**src/rtl/msrp_pkg.sv**
```systemverilog
// Constants shared by the sensor register port and its testbench
package msrp_pkg;
    // ----------------------------------------
    // Clock and timing
    // ----------------------------------------
    localparam longint CLK_HZ     = 50_000_000;
    localparam longint SLEEP_T1_S = 120;
    localparam longint SLEEP_T2_S = 300;
    localparam longint SLEEP_T3_S = 300;
    localparam longint WAKE_T1_S  = 24;
    localparam longint WAKE_T2_S  = 40;
    localparam longint WAKE_T3_S  = 32;
    localparam longint SLEEP_T1_CYC = SLEEP_T1_S * CLK_HZ;
    localparam longint SLEEP_T2_CYC = SLEEP_T2_S * CLK_HZ;
    localparam longint SLEEP_T3_CYC = SLEEP_T3_S * CLK_HZ;
    localparam longint WAKE_T1_CYC  = WAKE_T1_S * CLK_HZ;
    localparam longint WAKE_T2_CYC  = WAKE_T2_S * CLK_HZ;
    localparam longint WAKE_T3_CYC  = WAKE_T3_S * CLK_HZ;
    localparam int     TMR_W        = 34;
    // ----------------------------------------
    // Register numbers
    // ----------------------------------------
    localparam logic [15:0] IR_BASE          = 16'h7531;
    localparam logic [15:0] IR_MEDIAN        = 16'h7531;
    localparam logic [15:0] IR_MEAN          = 16'h7533;
    localparam logic [15:0] IR_SPREAD        = 16'h7535;
    localparam logic [15:0] IR_LOWEST        = 16'h7537;
    localparam logic [15:0] IR_HIGHEST       = 16'h7539;
    localparam logic [15:0] IR_AVG_TEMP      = 16'h753B;
    localparam logic [15:0] IR_ERROR         = 16'h753D;
    localparam logic [16:0] IR_WORDS         = 17'h0000E;
    localparam logic [15:0] HR_BASE          = 16'h9C41;
    localparam logic [15:0] HR_NODE_ADDR     = 16'h9C41;
    localparam logic [15:0] HR_BURST_MODE    = 16'h9C42;
    localparam logic [15:0] HR_SAVE_KEY      = 16'h9C43;
    localparam logic [16:0] HR_WORDS         = 17'h00003;
    localparam int          RES_NUM          = 7;
    localparam logic [2:0]  RES_ERROR_IDX    = 3'h6;
    // ----------------------------------------
    // Field limits and reset values
    // ----------------------------------------
    localparam logic [15:0] NODE_MIN  = 16'h0001;
    localparam logic [15:0] NODE_MAX  = 16'h00F7;
    localparam logic [15:0] MODE_MIN  = 16'h0001;
    localparam logic [15:0] MODE_MAX  = 16'h0003;
    localparam logic [15:0] SAVE_KEY  = 16'h15B3;  // 5555 decimal
    localparam logic [7:0]  NODE_RST  = 8'h01;
    localparam logic [1:0]  MODE_RST  = 2'h1;
    localparam logic [15:0] KEY_RST   = 16'h0000;
    localparam logic [15:0] MAX_QTY   = 16'h007D;
    localparam logic [2:0]  FRAME_LEN = 3'h6;
    // ----------------------------------------
    // Function and exception codes
    // ----------------------------------------
    localparam logic [7:0] FN_RD_HOLD   = 8'h03;
    localparam logic [7:0] FN_RD_INPUT  = 8'h04;
    localparam logic [7:0] FN_WR_SINGLE = 8'h06;
    localparam logic [7:0] FN_WR_MULTI  = 8'h10;
    localparam logic [7:0] EXC_FLAG     = 8'h80;
    localparam logic [7:0] EXC_FUNC     = 8'h01;
    localparam logic [7:0] EXC_ADDR     = 8'h02;
    localparam logic [7:0] EXC_VALUE    = 8'h03;
endpackage

```
**src/rtl/msrp_port.sv**
```systemverilog
// Modbus register port of the turbidity sensor with its power timing
`timescale 1ns/1ns
module msrp_port
    import msrp_pkg::*;
#(
    parameter logic [TMR_W-1:0] SLEEP1_CYC = TMR_W'(SLEEP_T1_CYC),
    parameter logic [TMR_W-1:0] SLEEP2_CYC = TMR_W'(SLEEP_T2_CYC),
    parameter logic [TMR_W-1:0] SLEEP3_CYC = TMR_W'(SLEEP_T3_CYC),
    parameter logic [TMR_W-1:0] WAKE1_CYC  = TMR_W'(WAKE_T1_CYC),
    parameter logic [TMR_W-1:0] WAKE2_CYC  = TMR_W'(WAKE_T2_CYC),
    parameter logic [TMR_W-1:0] WAKE3_CYC  = TMR_W'(WAKE_T3_CYC)
) (
    // Clock and reset
    input  wire logic        clk,
    input  wire logic        srst,
    // Received frame bytes, check bytes already removed
    input  wire logic        rx_valid,
    input  wire logic [7:0]  rx_data,
    input  wire logic        rx_last,
    // Answer frame bytes
    output logic             tx_valid,
    output logic [7:0]       tx_data,
    output logic             tx_last,
    input  wire logic        tx_ready,
    // Results from the measurement engine
    input  wire logic        meas_wr,
    input  wire logic [2:0]  meas_idx,
    input  wire logic [31:0] meas_data,
    // Operating state to the measurement engine
    output logic             low_power,
    output logic [1:0]       burst_mode
);
    // ----------------------------------------
    // State
    // ----------------------------------------
    typedef enum logic [1:0] {S_IDLE, S_EVAL, S_SEND} msrp_st_t;

    typedef struct packed {
        msrp_st_t                   st;
        logic [5:0][7:0]            rxb;
        logic [2:0]                 nb;
        logic [7:0]                 func;
        logic [7:0]                 exc;
        logic [7:0]                 start;
        logic [7:0]                 len;
        logic [7:0]                 idx;
        logic                       tx_valid;
        logic [7:0]                 tx_data;
        logic                       tx_last;
        logic [7:0]                 node;
        logic [1:0]                 mode;
        logic [15:0]                key;
        logic [RES_NUM-1:0][31:0]   live;
        logic [RES_NUM-1:0][31:0]   saved;
        logic                       low_power;
        logic                       stale;
        logic                       booted;
    } msrp_state_t;

    msrp_state_t s_reg;
    msrp_state_t s_next;

    logic             frame_end;
    logic             sleep_exp;
    logic             wake_exp;
    logic [TMR_W-1:0] sleep_load;
    logic [TMR_W-1:0] wake_load;

    // ----------------------------------------
    // Power timers
    // ----------------------------------------
    assign frame_end = rx_valid && rx_last;

    // Interval length follows the selected mode
    assign sleep_load = (s_reg.mode == 2'h1) ? SLEEP1_CYC :
                        (s_reg.mode == 2'h2) ? SLEEP2_CYC : SLEEP3_CYC;
    // Warm-up length follows the selected mode
    assign wake_load  = (s_reg.mode == 2'h1) ? WAKE1_CYC :
                        (s_reg.mode == 2'h2) ? WAKE2_CYC : WAKE3_CYC;

    // Any frame restarts the countdown
    msrp_timer #(.W(TMR_W)) u_sleep (
        .clk    (clk),
        .srst   (srst),
        .start  (frame_end || !s_reg.booted),
        .load   (sleep_load),
        .expire (sleep_exp)
    );

    // Warm-up after a wake frame
    msrp_timer #(.W(TMR_W)) u_wake (
        .clk    (clk),
        .srst   (srst),
        .start  (frame_end && s_reg.low_power),
        .load   (wake_load),
        .expire (wake_exp)
    );

    // ----------------------------------------
    // Answer bytes
    // ----------------------------------------
    function automatic logic [7:0] resp_byte(msrp_state_t st,
                                             logic [7:0] i);
        logic [7:0]               k;
        logic [7:0]               w;
        logic [15:0]              h;
        logic [31:0]              v;
        logic [RES_NUM-1:0][31:0] src;
        k   = i - 8'h03;
        w   = st.start + {1'b0, k[7:1]};
        h   = 16'h0000;
        src = st.stale ? st.saved : st.live;
        v   = src[w[3:1]];
        if (st.func == FN_RD_HOLD) begin
            if (w == 8'h00) h = {8'h00, st.node};
            else if (w == 8'h01) h = {14'h0000, st.mode};
            else h = st.key;
        end else begin
            // High word, then low word, each high byte first
            h = w[0] ? v[15:0] : v[31:16];
        end
        if (st.exc != 8'h00) begin
            if (i == 8'h01) resp_byte = st.func | EXC_FLAG;
            else if (i == 8'h02) resp_byte = st.exc;
            else resp_byte = st.node;
        end else if (st.func == FN_WR_SINGLE) begin
            resp_byte = (i == 8'h00) ? st.node : st.rxb[i[2:0]];
        end else if (i == 8'h00) begin
            resp_byte = st.node;
        end else if (i == 8'h01) begin
            resp_byte = st.func;
        end else if (i == 8'h02) begin
            resp_byte = st.len - 8'h03;
        end else begin
            resp_byte = k[0] ? h[7:0] : h[15:8];
        end
    endfunction

    // ----------------------------------------
    // Next state
    // ----------------------------------------
    always_comb begin
        logic [15:0] a;
        logic [15:0] q;
        logic [16:0] top;
        a      = 16'h0000;
        q      = 16'h0000;
        top    = 17'h00000;
        s_next = s_reg;
        s_next.booted = 1'b1;
        // Results from the engine; error only from 30-sample bursts
        if (meas_wr && 32'(meas_idx) < RES_NUM) begin
            if (meas_idx != RES_ERROR_IDX || s_reg.mode == 2'h1) begin
                s_next.live[meas_idx] = meas_data;
            end
        end
        // Wake on any frame; saved set stays until warm-up ends
        if (frame_end && s_reg.low_power) begin
            s_next.low_power = 1'b0;
        end
        if (wake_exp) begin
            s_next.stale = 1'b0;
        end
        // Save the latest results, then sleep
        if (sleep_exp) begin
            s_next.saved     = s_reg.live;
            s_next.low_power = 1'b1;
            s_next.stale     = 1'b1;
        end
        unique case (s_reg.st)
            S_IDLE: begin
                if (rx_valid) begin
                    if (s_reg.nb < FRAME_LEN) begin
                        s_next.rxb[s_reg.nb] = rx_data;
                    end
                    if (s_reg.nb != 3'h7) begin
                        s_next.nb = s_reg.nb + 3'h1;
                    end
                    if (rx_last) begin
                        s_next.st = S_EVAL;
                    end
                end
            end
            S_EVAL: begin
                a   = {s_reg.rxb[2], s_reg.rxb[3]};
                q   = {s_reg.rxb[4], s_reg.rxb[5]};
                top = {1'b0, a} + {1'b0, q};
                s_next.func  = s_reg.rxb[1];
                s_next.exc   = 8'h00;
                s_next.start = a[7:0];
                s_next.len   = 8'h06;
                s_next.idx   = 8'h00;
                s_next.st    = S_SEND;
                s_next.nb    = 3'h0;
                if (s_reg.rxb[0] != s_reg.node || s_reg.nb < 3'h2) begin
                    s_next.st = S_IDLE;
                end else if (s_reg.rxb[1] == FN_RD_HOLD ||
                             s_reg.rxb[1] == FN_RD_INPUT) begin
                    // Reads of holding or result words
                    if (s_reg.nb != FRAME_LEN) begin
                        s_next.st = S_IDLE;
                    end else if (q == 16'h0000 || q > MAX_QTY) begin
                        s_next.exc = EXC_VALUE;
                    end else if (top > ((s_reg.rxb[1] == FN_RD_HOLD)
                                        ? HR_WORDS : IR_WORDS)) begin
                        s_next.exc = EXC_ADDR;
                    end else begin
                        s_next.len = 8'h03 + {q[6:0], 1'b0};
                    end
                end else if (s_reg.rxb[1] == FN_WR_SINGLE) begin
                    if (s_reg.nb != FRAME_LEN) begin
                        s_next.st = S_IDLE;
                    end else if (a == HR_NODE_ADDR - HR_BASE) begin
                        if (q < NODE_MIN || q > NODE_MAX) begin
                            s_next.exc = EXC_VALUE;
                        end else if (s_reg.key == SAVE_KEY) begin
                            s_next.node = q[7:0];
                        end
                    end else if (a == HR_BURST_MODE - HR_BASE) begin
                        if (q < MODE_MIN || q > MODE_MAX) begin
                            s_next.exc = EXC_VALUE;
                        end else if (s_reg.key == SAVE_KEY) begin
                            s_next.mode = q[1:0];
                        end
                    end else if (a == HR_SAVE_KEY - HR_BASE) begin
                        s_next.key = q;
                    end else begin
                        s_next.exc = EXC_ADDR;
                    end
                end else begin
                    // Multiple writes and all else refused
                    s_next.exc = EXC_FUNC;
                end
                if (s_next.exc != 8'h00) begin
                    s_next.len = 8'h03;
                end
                s_next.tx_valid = (s_next.st == S_SEND);
                s_next.tx_data  = s_reg.rxb[0];
                s_next.tx_last  = 1'b0;
            end
            S_SEND: begin
                if (tx_ready) begin
                    if (s_reg.tx_last) begin
                        s_next.tx_valid = 1'b0;
                        s_next.tx_last  = 1'b0;
                        s_next.st       = S_IDLE;
                    end else begin
                        s_next.idx     = s_reg.idx + 8'h01;
                        s_next.tx_data = resp_byte(s_reg,
                                                   s_reg.idx + 8'h01);
                        s_next.tx_last = (s_reg.idx + 8'h02 == s_reg.len);
                    end
                end
            end
        endcase
    end

    // State register
    always_ff @(posedge clk) begin
        if (srst) begin
            s_reg      <= '0;
            s_reg.node <= NODE_RST;
            s_reg.mode <= MODE_RST;
            s_reg.key  <= KEY_RST;
        end else begin
            s_reg <= s_next;
        end
    end

    // Outputs straight from the state register
    assign tx_valid   = s_reg.tx_valid;
    assign tx_data    = s_reg.tx_data;
    assign tx_last    = s_reg.tx_last;
    assign low_power  = s_reg.low_power;
    assign burst_mode = s_reg.mode;

    // ----------------------------------------
    // Checks
    // ----------------------------------------
    logic [TMR_W-1:0] idle_cyc;

    // Cycles since the last received frame
    always_ff @(posedge clk) begin
        if (srst || frame_end || !s_reg.booted) begin
            idle_cyc <= '0;
        end else if (idle_cyc != '1) begin
            idle_cyc <= idle_cyc + 1'b1;
        end
    end

    property p_sleep1;
        @(posedge clk) disable iff (srst)
        $rose(s_reg.low_power) && s_reg.mode == 2'h1 && s_reg.booted
            |-> idle_cyc == SLEEP1_CYC + 1'b1;
    endproperty
    a_sleep1: assert property (p_sleep1)
        else $error("sleep after wrong idle time, mode 1");

    property p_sleep2;
        @(posedge clk) disable iff (srst)
        $rose(s_reg.low_power) && s_reg.mode == 2'h2
            |-> idle_cyc == SLEEP2_CYC + 1'b1;
    endproperty
    a_sleep2: assert property (p_sleep2)
        else $error("sleep after wrong idle time, mode 2");

    property p_sleep3;
        @(posedge clk) disable iff (srst)
        $rose(s_reg.low_power) && s_reg.mode == 2'h3
            |-> idle_cyc == SLEEP3_CYC + 1'b1;
    endproperty
    a_sleep3: assert property (p_sleep3)
        else $error("sleep after wrong idle time, mode 3");

    property p_save;
        @(posedge clk) disable iff (srst)
        $rose(s_reg.low_power) |-> s_reg.saved == $past(s_reg.live);
    endproperty
    a_save: assert property (p_save)
        else $error("results not saved on entering low power");

    property p_wake_stale;
        @(posedge clk) disable iff (srst)
        frame_end && s_reg.low_power
            |=> !s_reg.low_power && s_reg.stale;
    endproperty
    a_wake_stale: assert property (p_wake_stale)
        else $error("wake frame not served from saved results");

    property p_node_range;
        @(posedge clk) disable iff (srst)
        s_reg.node >= NODE_MIN[7:0] && s_reg.node <= NODE_MAX[7:0];
    endproperty
    a_node_range: assert property (p_node_range)
        else $error("node address out of range");

    property p_locked;
        @(posedge clk) disable iff (srst)
        $changed(s_reg.node) || $changed(s_reg.mode)
            |-> $past(s_reg.key) == SAVE_KEY;
    endproperty
    a_locked: assert property (p_locked)
        else $error("configuration changed without key");

    property p_bad_func;
        @(posedge clk) disable iff (srst)
        s_reg.st == S_EVAL && s_reg.rxb[0] == s_reg.node &&
        s_reg.rxb[1] == FN_WR_MULTI
            |=> s_reg.exc == EXC_FUNC && s_reg.len == 8'h03 && tx_valid;
    endproperty
    a_bad_func: assert property (p_bad_func)
        else $error("function 16 not refused");
endmodule

```
**src/rtl/msrp_timer.sv**
```systemverilog
// Loadable down counter that pulses once when it runs out
`timescale 1ns/1ns
module msrp_timer #(
    parameter int W = 34
) (
    // Clock and reset
    input  wire logic         clk,
    input  wire logic         srst,
    // Control
    input  wire logic         start,
    input  wire logic [W-1:0] load,
    // Result
    output logic              expire
);
    typedef struct packed {
        logic [W-1:0] cnt;
        logic         expire;
    } msrp_tmr_t;

    msrp_tmr_t t_reg;
    msrp_tmr_t t_next;

    // Reload on start, count down otherwise, pulse on the last step
    always_comb begin
        t_next        = t_reg;
        t_next.expire = 1'b0;
        if (start) begin
            t_next.cnt = load;
        end else if (t_reg.cnt != '0) begin
            t_next.cnt    = t_reg.cnt - 1'b1;
            t_next.expire = (t_reg.cnt == W'(1));
        end
    end

    // State register
    always_ff @(posedge clk) begin
        if (srst) begin
            t_reg <= '0;
        end else begin
            t_reg <= t_next;
        end
    end

    assign expire = t_reg.expire;
endmodule

```
**config.mk**
```make
export PLATFORM = sky130hd
export DESIGN_NAME = msrp_port
export DESIGN_NICKNAME = d
export VERILOG_FILES = /design/src/rtl/msrp_pkg.sv /design/src/rtl/msrp_port.sv /design/src/rtl/msrp_timer.sv
export SDC_FILE = /design/constraint.sdc
export NUM_CORES = 2
export LEC_CHECK = 0
export BUFFER_PORTS_ARGS = -buffer_cell sky130_fd_sc_hd__buf_2
export CORE_ASPECT_RATIO = 1.4
export CORE_MARGIN = 1.5
export CORE_UTILIZATION = 39
export DETAILED_ROUTE_END_ITERATION = 6
export GPL_TIMING_DRIVEN = 0
export MAX_ROUTING_LAYER = met4
export PLACE_DENSITY = 0.5
export SYNTH_ARGS = -nofsm -noshare
export SYNTH_HDL_FRONTEND = slang
export SYNTH_SLANG_ARGS = --single-unit
```
**constraint.sdc**
```tcl
create_clock -name clk -period 9.28 [get_ports clk]
set_input_delay 2.32 -clock clk [delete_from_list [all_inputs] [get_ports clk]]
set_output_delay 2.32 -clock clk [all_outputs]
set_load 0.05 [all_outputs]
```
[Word-level counts from Yosys, hierarchy flattened]
Index checks and enable logic that the tools add are counted.
Word-level totals
  register bits: 650
  input bits: 49
  output and inout port bits: 13
  logic and storage cells: 216
Operators by class
  add/sub/neg operators: 10
  magnitude comparators: 14
  equal/unequal tests: 29
  mux-type cells: 74
  bitwise operators: 9
  reductions and logical operators: 40
Operators by type and width (count)
  $bwmux W224: 1
  $mux W224: 1
  $mux W8: 26
  $mux W34: 3
  $bmux W32 S3: 1
  $demux W32 S3: 1
  $mux W35: 2
  $eq A34 B1 Y1 const B: 2
  $reduce_bool A34 Y1: 2
  $sub A34 B1 Y34 const B: 2
  $mux W16: 4
  $mux W32: 2
  $mux W30: 2
  $mux W53: 1
  $bwmux W48: 1
  $mux W48: 1
  $pmux W18 S2: 1
  $logic_not A16 Y1: 2
  $mux W2: 15
  $bmux W8 S3: 1
  $demux W8 S3: 1
  $eq A8 B2 Y1 const B: 3
  $eq A8 B3 Y1 const B: 3
  $mux W18: 1
  45 further kinds: 97

[Logic depth before layout (Yosys ltp)]
  word-level depth: 16
  mapped depth: 20
  depth with buffers taken out: 16

[Hierarchy]
From an unflattened synthesis, not the netlist that was laid out.
Second synthesis, totals
  cells, all modules: 3542
  area total of the unflattened synthesis: 31635.3 µm²
By module, submodules not included
  msrp_port: times used 1, cells an instance 3064, area an instance 27741.6 µm², sequential area each 11491.0 µm²
  msrp_timer: times used 2, cells an instance 239, area an instance 1946.9 µm², sequential area each 700.7 µm²

[Worst setup path after synthesis]
No wires, ideal clock.
  path type: register to register
  start: register s_reg[487] (netlist name)
  end: register s_reg, in the netlist tx_data[3]
  library setup time: 0.086 ns
  data arrival time: 5.308 ns
  required time: 9.194 ns
  path slack: 3.887 ns
  stages on the path, launching flop included: 20
  buffers on the path: 5
  clock period less this slack: 5.393 ns
  cell sequence: dfxtp_1 > clkbuf_1 > buf_1 > inv_1 > ha_1 > clkbuf_1 > clkbuf_1 > nor2_1 > a22oi_1 > xnor2_1 > ha_1 > xor2_1 > clkbuf_1 > o2111ai_1 > a21oi_1 > o2111ai_1 > or3b_2 > a31oi_1 > o21ai_0 > a211oi_1
On the way
  longest elaborated chain between the ends: 16
  elaborated cells on any way between the ends: 28
  classes of those cells: add/sub (3); eq/ne (3); mux (20); reduce/logical (2)
Ends and longest elaborated chain
  start, declared: RTL line msrp_port.sv:60  | msrp_state_t s_reg;
  start signal, assigned: RTL line msrp_port.sv:266  | s_reg <= s_next;
  $add A8 B1 Y8 (*): RTL line msrp_port.sv:250  | s_reg.idx + 8'h01);
  $sub A8 B2 Y8: RTL line msrp_port.sv:109  | k = i - 8'h03;
  $add A8 B7 Y8: RTL line msrp_port.sv:110  | w = st.start + {1'b0, k[7:1]};
  $bmux W32 S3 or $eq A8 B1 Y1 (tied branches): RTL line msrp_port.sv:113, msrp_port.sv:116
  $mux W32 (implied by the code) or $mux W16 (tied branches): RTL line msrp_port.sv:113, msrp_port.sv:116
  $mux W16, on equally long branches: RTL line msrp_port.sv:120, msrp_port.sv:115
  $mux W16: RTL line msrp_port.sv:114  | if (st.func == FN_RD_HOLD) begin
  $mux W8: RTL line msrp_port.sv:135  | resp_byte = k[0] ? h[7:0] : h[15:8];
  $mux W8: RTL line msrp_port.sv:132  | end else if (i == 8'h02) begin
  $mux W8: RTL line msrp_port.sv:130  | end else if (i == 8'h01) begin
  $mux W8: RTL line msrp_port.sv:128  | end else if (i == 8'h00) begin
  $mux W8: RTL line msrp_port.sv:126  | end else if (st.func == FN_WR_SINGLE) begin
  $mux W8 (*): RTL line msrp_port.sv:122  | if (st.exc != 8'h00) begin
  $mux W8 (*): RTL line msrp_port.sv:243  | if (s_reg.tx_last) begin
  $mux W18 (*): RTL line msrp_port.sv:242  | if (tx_ready) begin
  $pmux W18 S2 (*): RTL line msrp_port.sv:170  | unique case (s_reg.st)
Mark *: on every way between the ends. The rest lies on a longest branch, timed or not. The select of a mux whose other input is x is not followed.
A chain may end at the register's enable or synchronous reset.

[Final worst setup path]
  start: register s_reg[487] (netlist name)
  end: register s_reg, in the netlist tx_data[5]
Same word-level chain as after synthesis.

==> results.txt <==
Worst path slowest cell: xor2_1
CTS tree: yes
Synth Warn #: 0
H-tree depth: 3
clk root buf: clkbuf_16
Cell Area, Synth: 31300 um2
top-count cell post-synth: dfxtp_1
final setup vio count: 0
initial antenna violation count: 4
DR iter-0 viols: 2001
Slew @ Worst Pin: 1.59 ns
Synth Net Count: 3619
DP HPWL: 91000 um
DR vias: 27074
EDFF count, synth: 0
remaining antenna violation count: 0
RSZ-0062 raised after global routing: no
synth top area cells: dfxtp_1, mux2i_1, mux4_2
period utilization: 0.934
Die H: 338 um
most used cell along the critical path: clkbuf_1
total power: 6.90 mW
largest area contributor in the netlist: dfxtp_1
ys async rst share: 0
Final Critical Period: 8.67 ns
WL final: 124000 um
final routed DRC violation total: 0
DRT Pass-1 Iters: 6
wire length per cell: 26.0 um
Largest register FFs: 561
top_reg_cell synth: dfxtp_1
CORE AREA: 79400 um2
largest net degree at the start of global routing: 15
gr ovfl total: 0
cell chain of the critical path: clkbuf_1 > buf_1 > inv_1 > ha_1 > clkbuf_1 > clkbuf_1 > nor2_1 > a22oi_1 > xnor2_1 > ha_1 > xor2_1 > clkbuf_1 > clkbuf_1 > a221oi_1 > o311ai_0 > nand4_1 > a31o_2 > a311oi_1
PwrDens: 194 nW/um2
vias in the first global route: 26377
layout net count: 3756
final setup TNS: 0 ns
Hold Violations, Final: 0
crit-path max cell delay: 0.80 ns
failing checks: capacitance limit, slew limit
vias per inst: 5.68
worst path arrival time: 9.20 ns
cts hold-fix bufs: 0
reg-to-reg slack, setup: 0.61 ns
clock slew at reported path FFs: 0.06 ns
Post-CTS Resized: 0
post-synthesis register bit count: 644
sequential share of the synthesized area: 0.412
proportion of layout cells with a drive suffix above 1: 0.0960
Worst-Skew Late Latency: 0.65 ns
initial cell density of the core: 0.395
status: complete, but fails checks
CP Launch Type: flip-flop
Layout area overhead: 13.3%
top-level I/O count: 62
most instantiated cells after synthesis: dfxtp_1, nand2_1, nor2_1, mux2i_1, a21oi_1
CP bufs+invs: 7
HP Class: flip-flop to flip-flop
GRT Overall Usage: 0.305
first-pass GRT wire length: 179000 um
# port buffers: 60
crit end category: flip-flop
Setup CP Type: flip-flop to flip-flop
Slew headroom: -0.0666
Placer Congestion: 0.983
Fin Clk Skew: 0.0323 ns
Post-CTS Setup Inserts: 0
max-cap check violation count: 1
die area: 82100 um2
Highest Clock Rate: 115 MHz
Crit path max-delay family: buffers and inverters
FILL cells: 8070
CP required: 9.81 ns
CTS Buf Count: 73
Syn Inst Count: 3519
Die X: 243 um
Final Max Slew Viols: 6
Worst IR Drop VDD: 0.166 mV
FP Rows: 122
Distinct cells, synth: 85
Clock Sinks: 644
post-synth top area share: 0.412
crit-path max FO: 10
mean post-synth cell area: 8.90 um2
static leakage: 12.1 nW
clk buf depth: 3
==> worst min-delay path: cells and delay by family (launching register included) <==
kind	cells	cell delay, ns
AOI/OAI and AO/OA	1	0.05
DFF	1	0.32
and+or+nand+nor	1	0.05
==> worst paths after layout <==
path / endpoint / depth (start not counted) / from
worst min register to register: s_reg[360]$_SDFFE_PP0P_ / 2 / s_reg[360]$_SDFFE_PP0P_
worst min-delay path: s_reg[360]$_SDFFE_PP0P_ / 2 / s_reg[360]$_SDFFE_PP0P_
worst max-delay path: tx_data[5]$_SDFFE_PP0P_ / 18 / s_reg[487]$_SDFFE_PP0P_
worst max register to register: tx_data[5]$_SDFFE_PP0P_ / 18 / s_reg[487]$_SDFFE_PP0P_
==> layout make-up <==
class	count	area [um2]	share of cell area
Antenna cell	4	10.0	0.000282
Buffer	246	985	0.0277
Clock buffer	105	2180	0.0614
Clock inverter	21	338	0.00952
Inverter	38	143	0.00402
Multi-Input combinational cell	2591	17300	0.488
Sequential cell	644	12900	0.363
Tap cell	1054	1320	0.0371
Timing Repair Buffer	62	323	0.00909
==> layer usage <==
metal	up-vias	part of all wire	global-route usage
met5	-	0	-
met4	0	0.070	0.199
met3	307	0.048	0.0365
met2	880	0.49	0.515
met1	13227	0.39	0.338
li1	12660	-	-
==> report_power, final <==
part | total, mW | switching (mW) | internal, mW
clock network | 3.08 | 1.23 | 1.85
logic | 0.845 | 0.522 | 0.323
registers | 2.97 | 0.103 | 2.87
==> per-stage QoR <==
step	util	setup WS (ns)	cells	instance area [um2]	hold WS, ns
after global routing	0.447	0.139	4765	35500	0.484
final	0.447	0.613	4765	35500	0.469
after detailed placement	0.415	0.818	4634	33000	0.464
after CTS	0.447	0.784	4760	35500	0.470
after global placement	0.415	0.762	4633	32900	0.457
after floorplan	-	3.89	3519	31300	0.446
==> placed cells by master, fill, tap and decap left out, types with 17 or more instances in the layout <==
cell,netlist,final
inv_1,37,37
xor2_1,44,44
nor3_1,51,50
clkbuf_16,0,76
nor4_1,29,29
xnor2_1,60,60
mux4_2,117,117
nand2_1,595,595
nor2b_1,18,18
a211oi_1,24,24
mux2i_1,351,351
nand3_1,54,54
nor2_1,459,459
or3_1,23,23
buf_1,42,42
clkbuf_8,0,17
ha_1,49,49
clkbuf_1,177,189
a21oi_1,348,348
buf_2,16,76
or4_1,18,18
dfxtp_1,644,644
nand4_1,19,19
o211ai_1,20,20
o21ai_0,62,62
and3_1,18,18
==> kinds of logic after synthesis <==
| group | after synthesis | synth area share |
|---|---|---|
| simple gates | 1364 | 0.189 |
| fa+ha+maj | 51 | 0.0208 |
| xor+xnor | 104 | 0.0291 |
| compound gates | 597 | 0.115 |
| buf+inv | 284 | 0.0360 |
| mux | 475 | 0.199 |
| flops | 644 | 0.412 |
No activity file was read; power rests on OpenSTA's default activity.
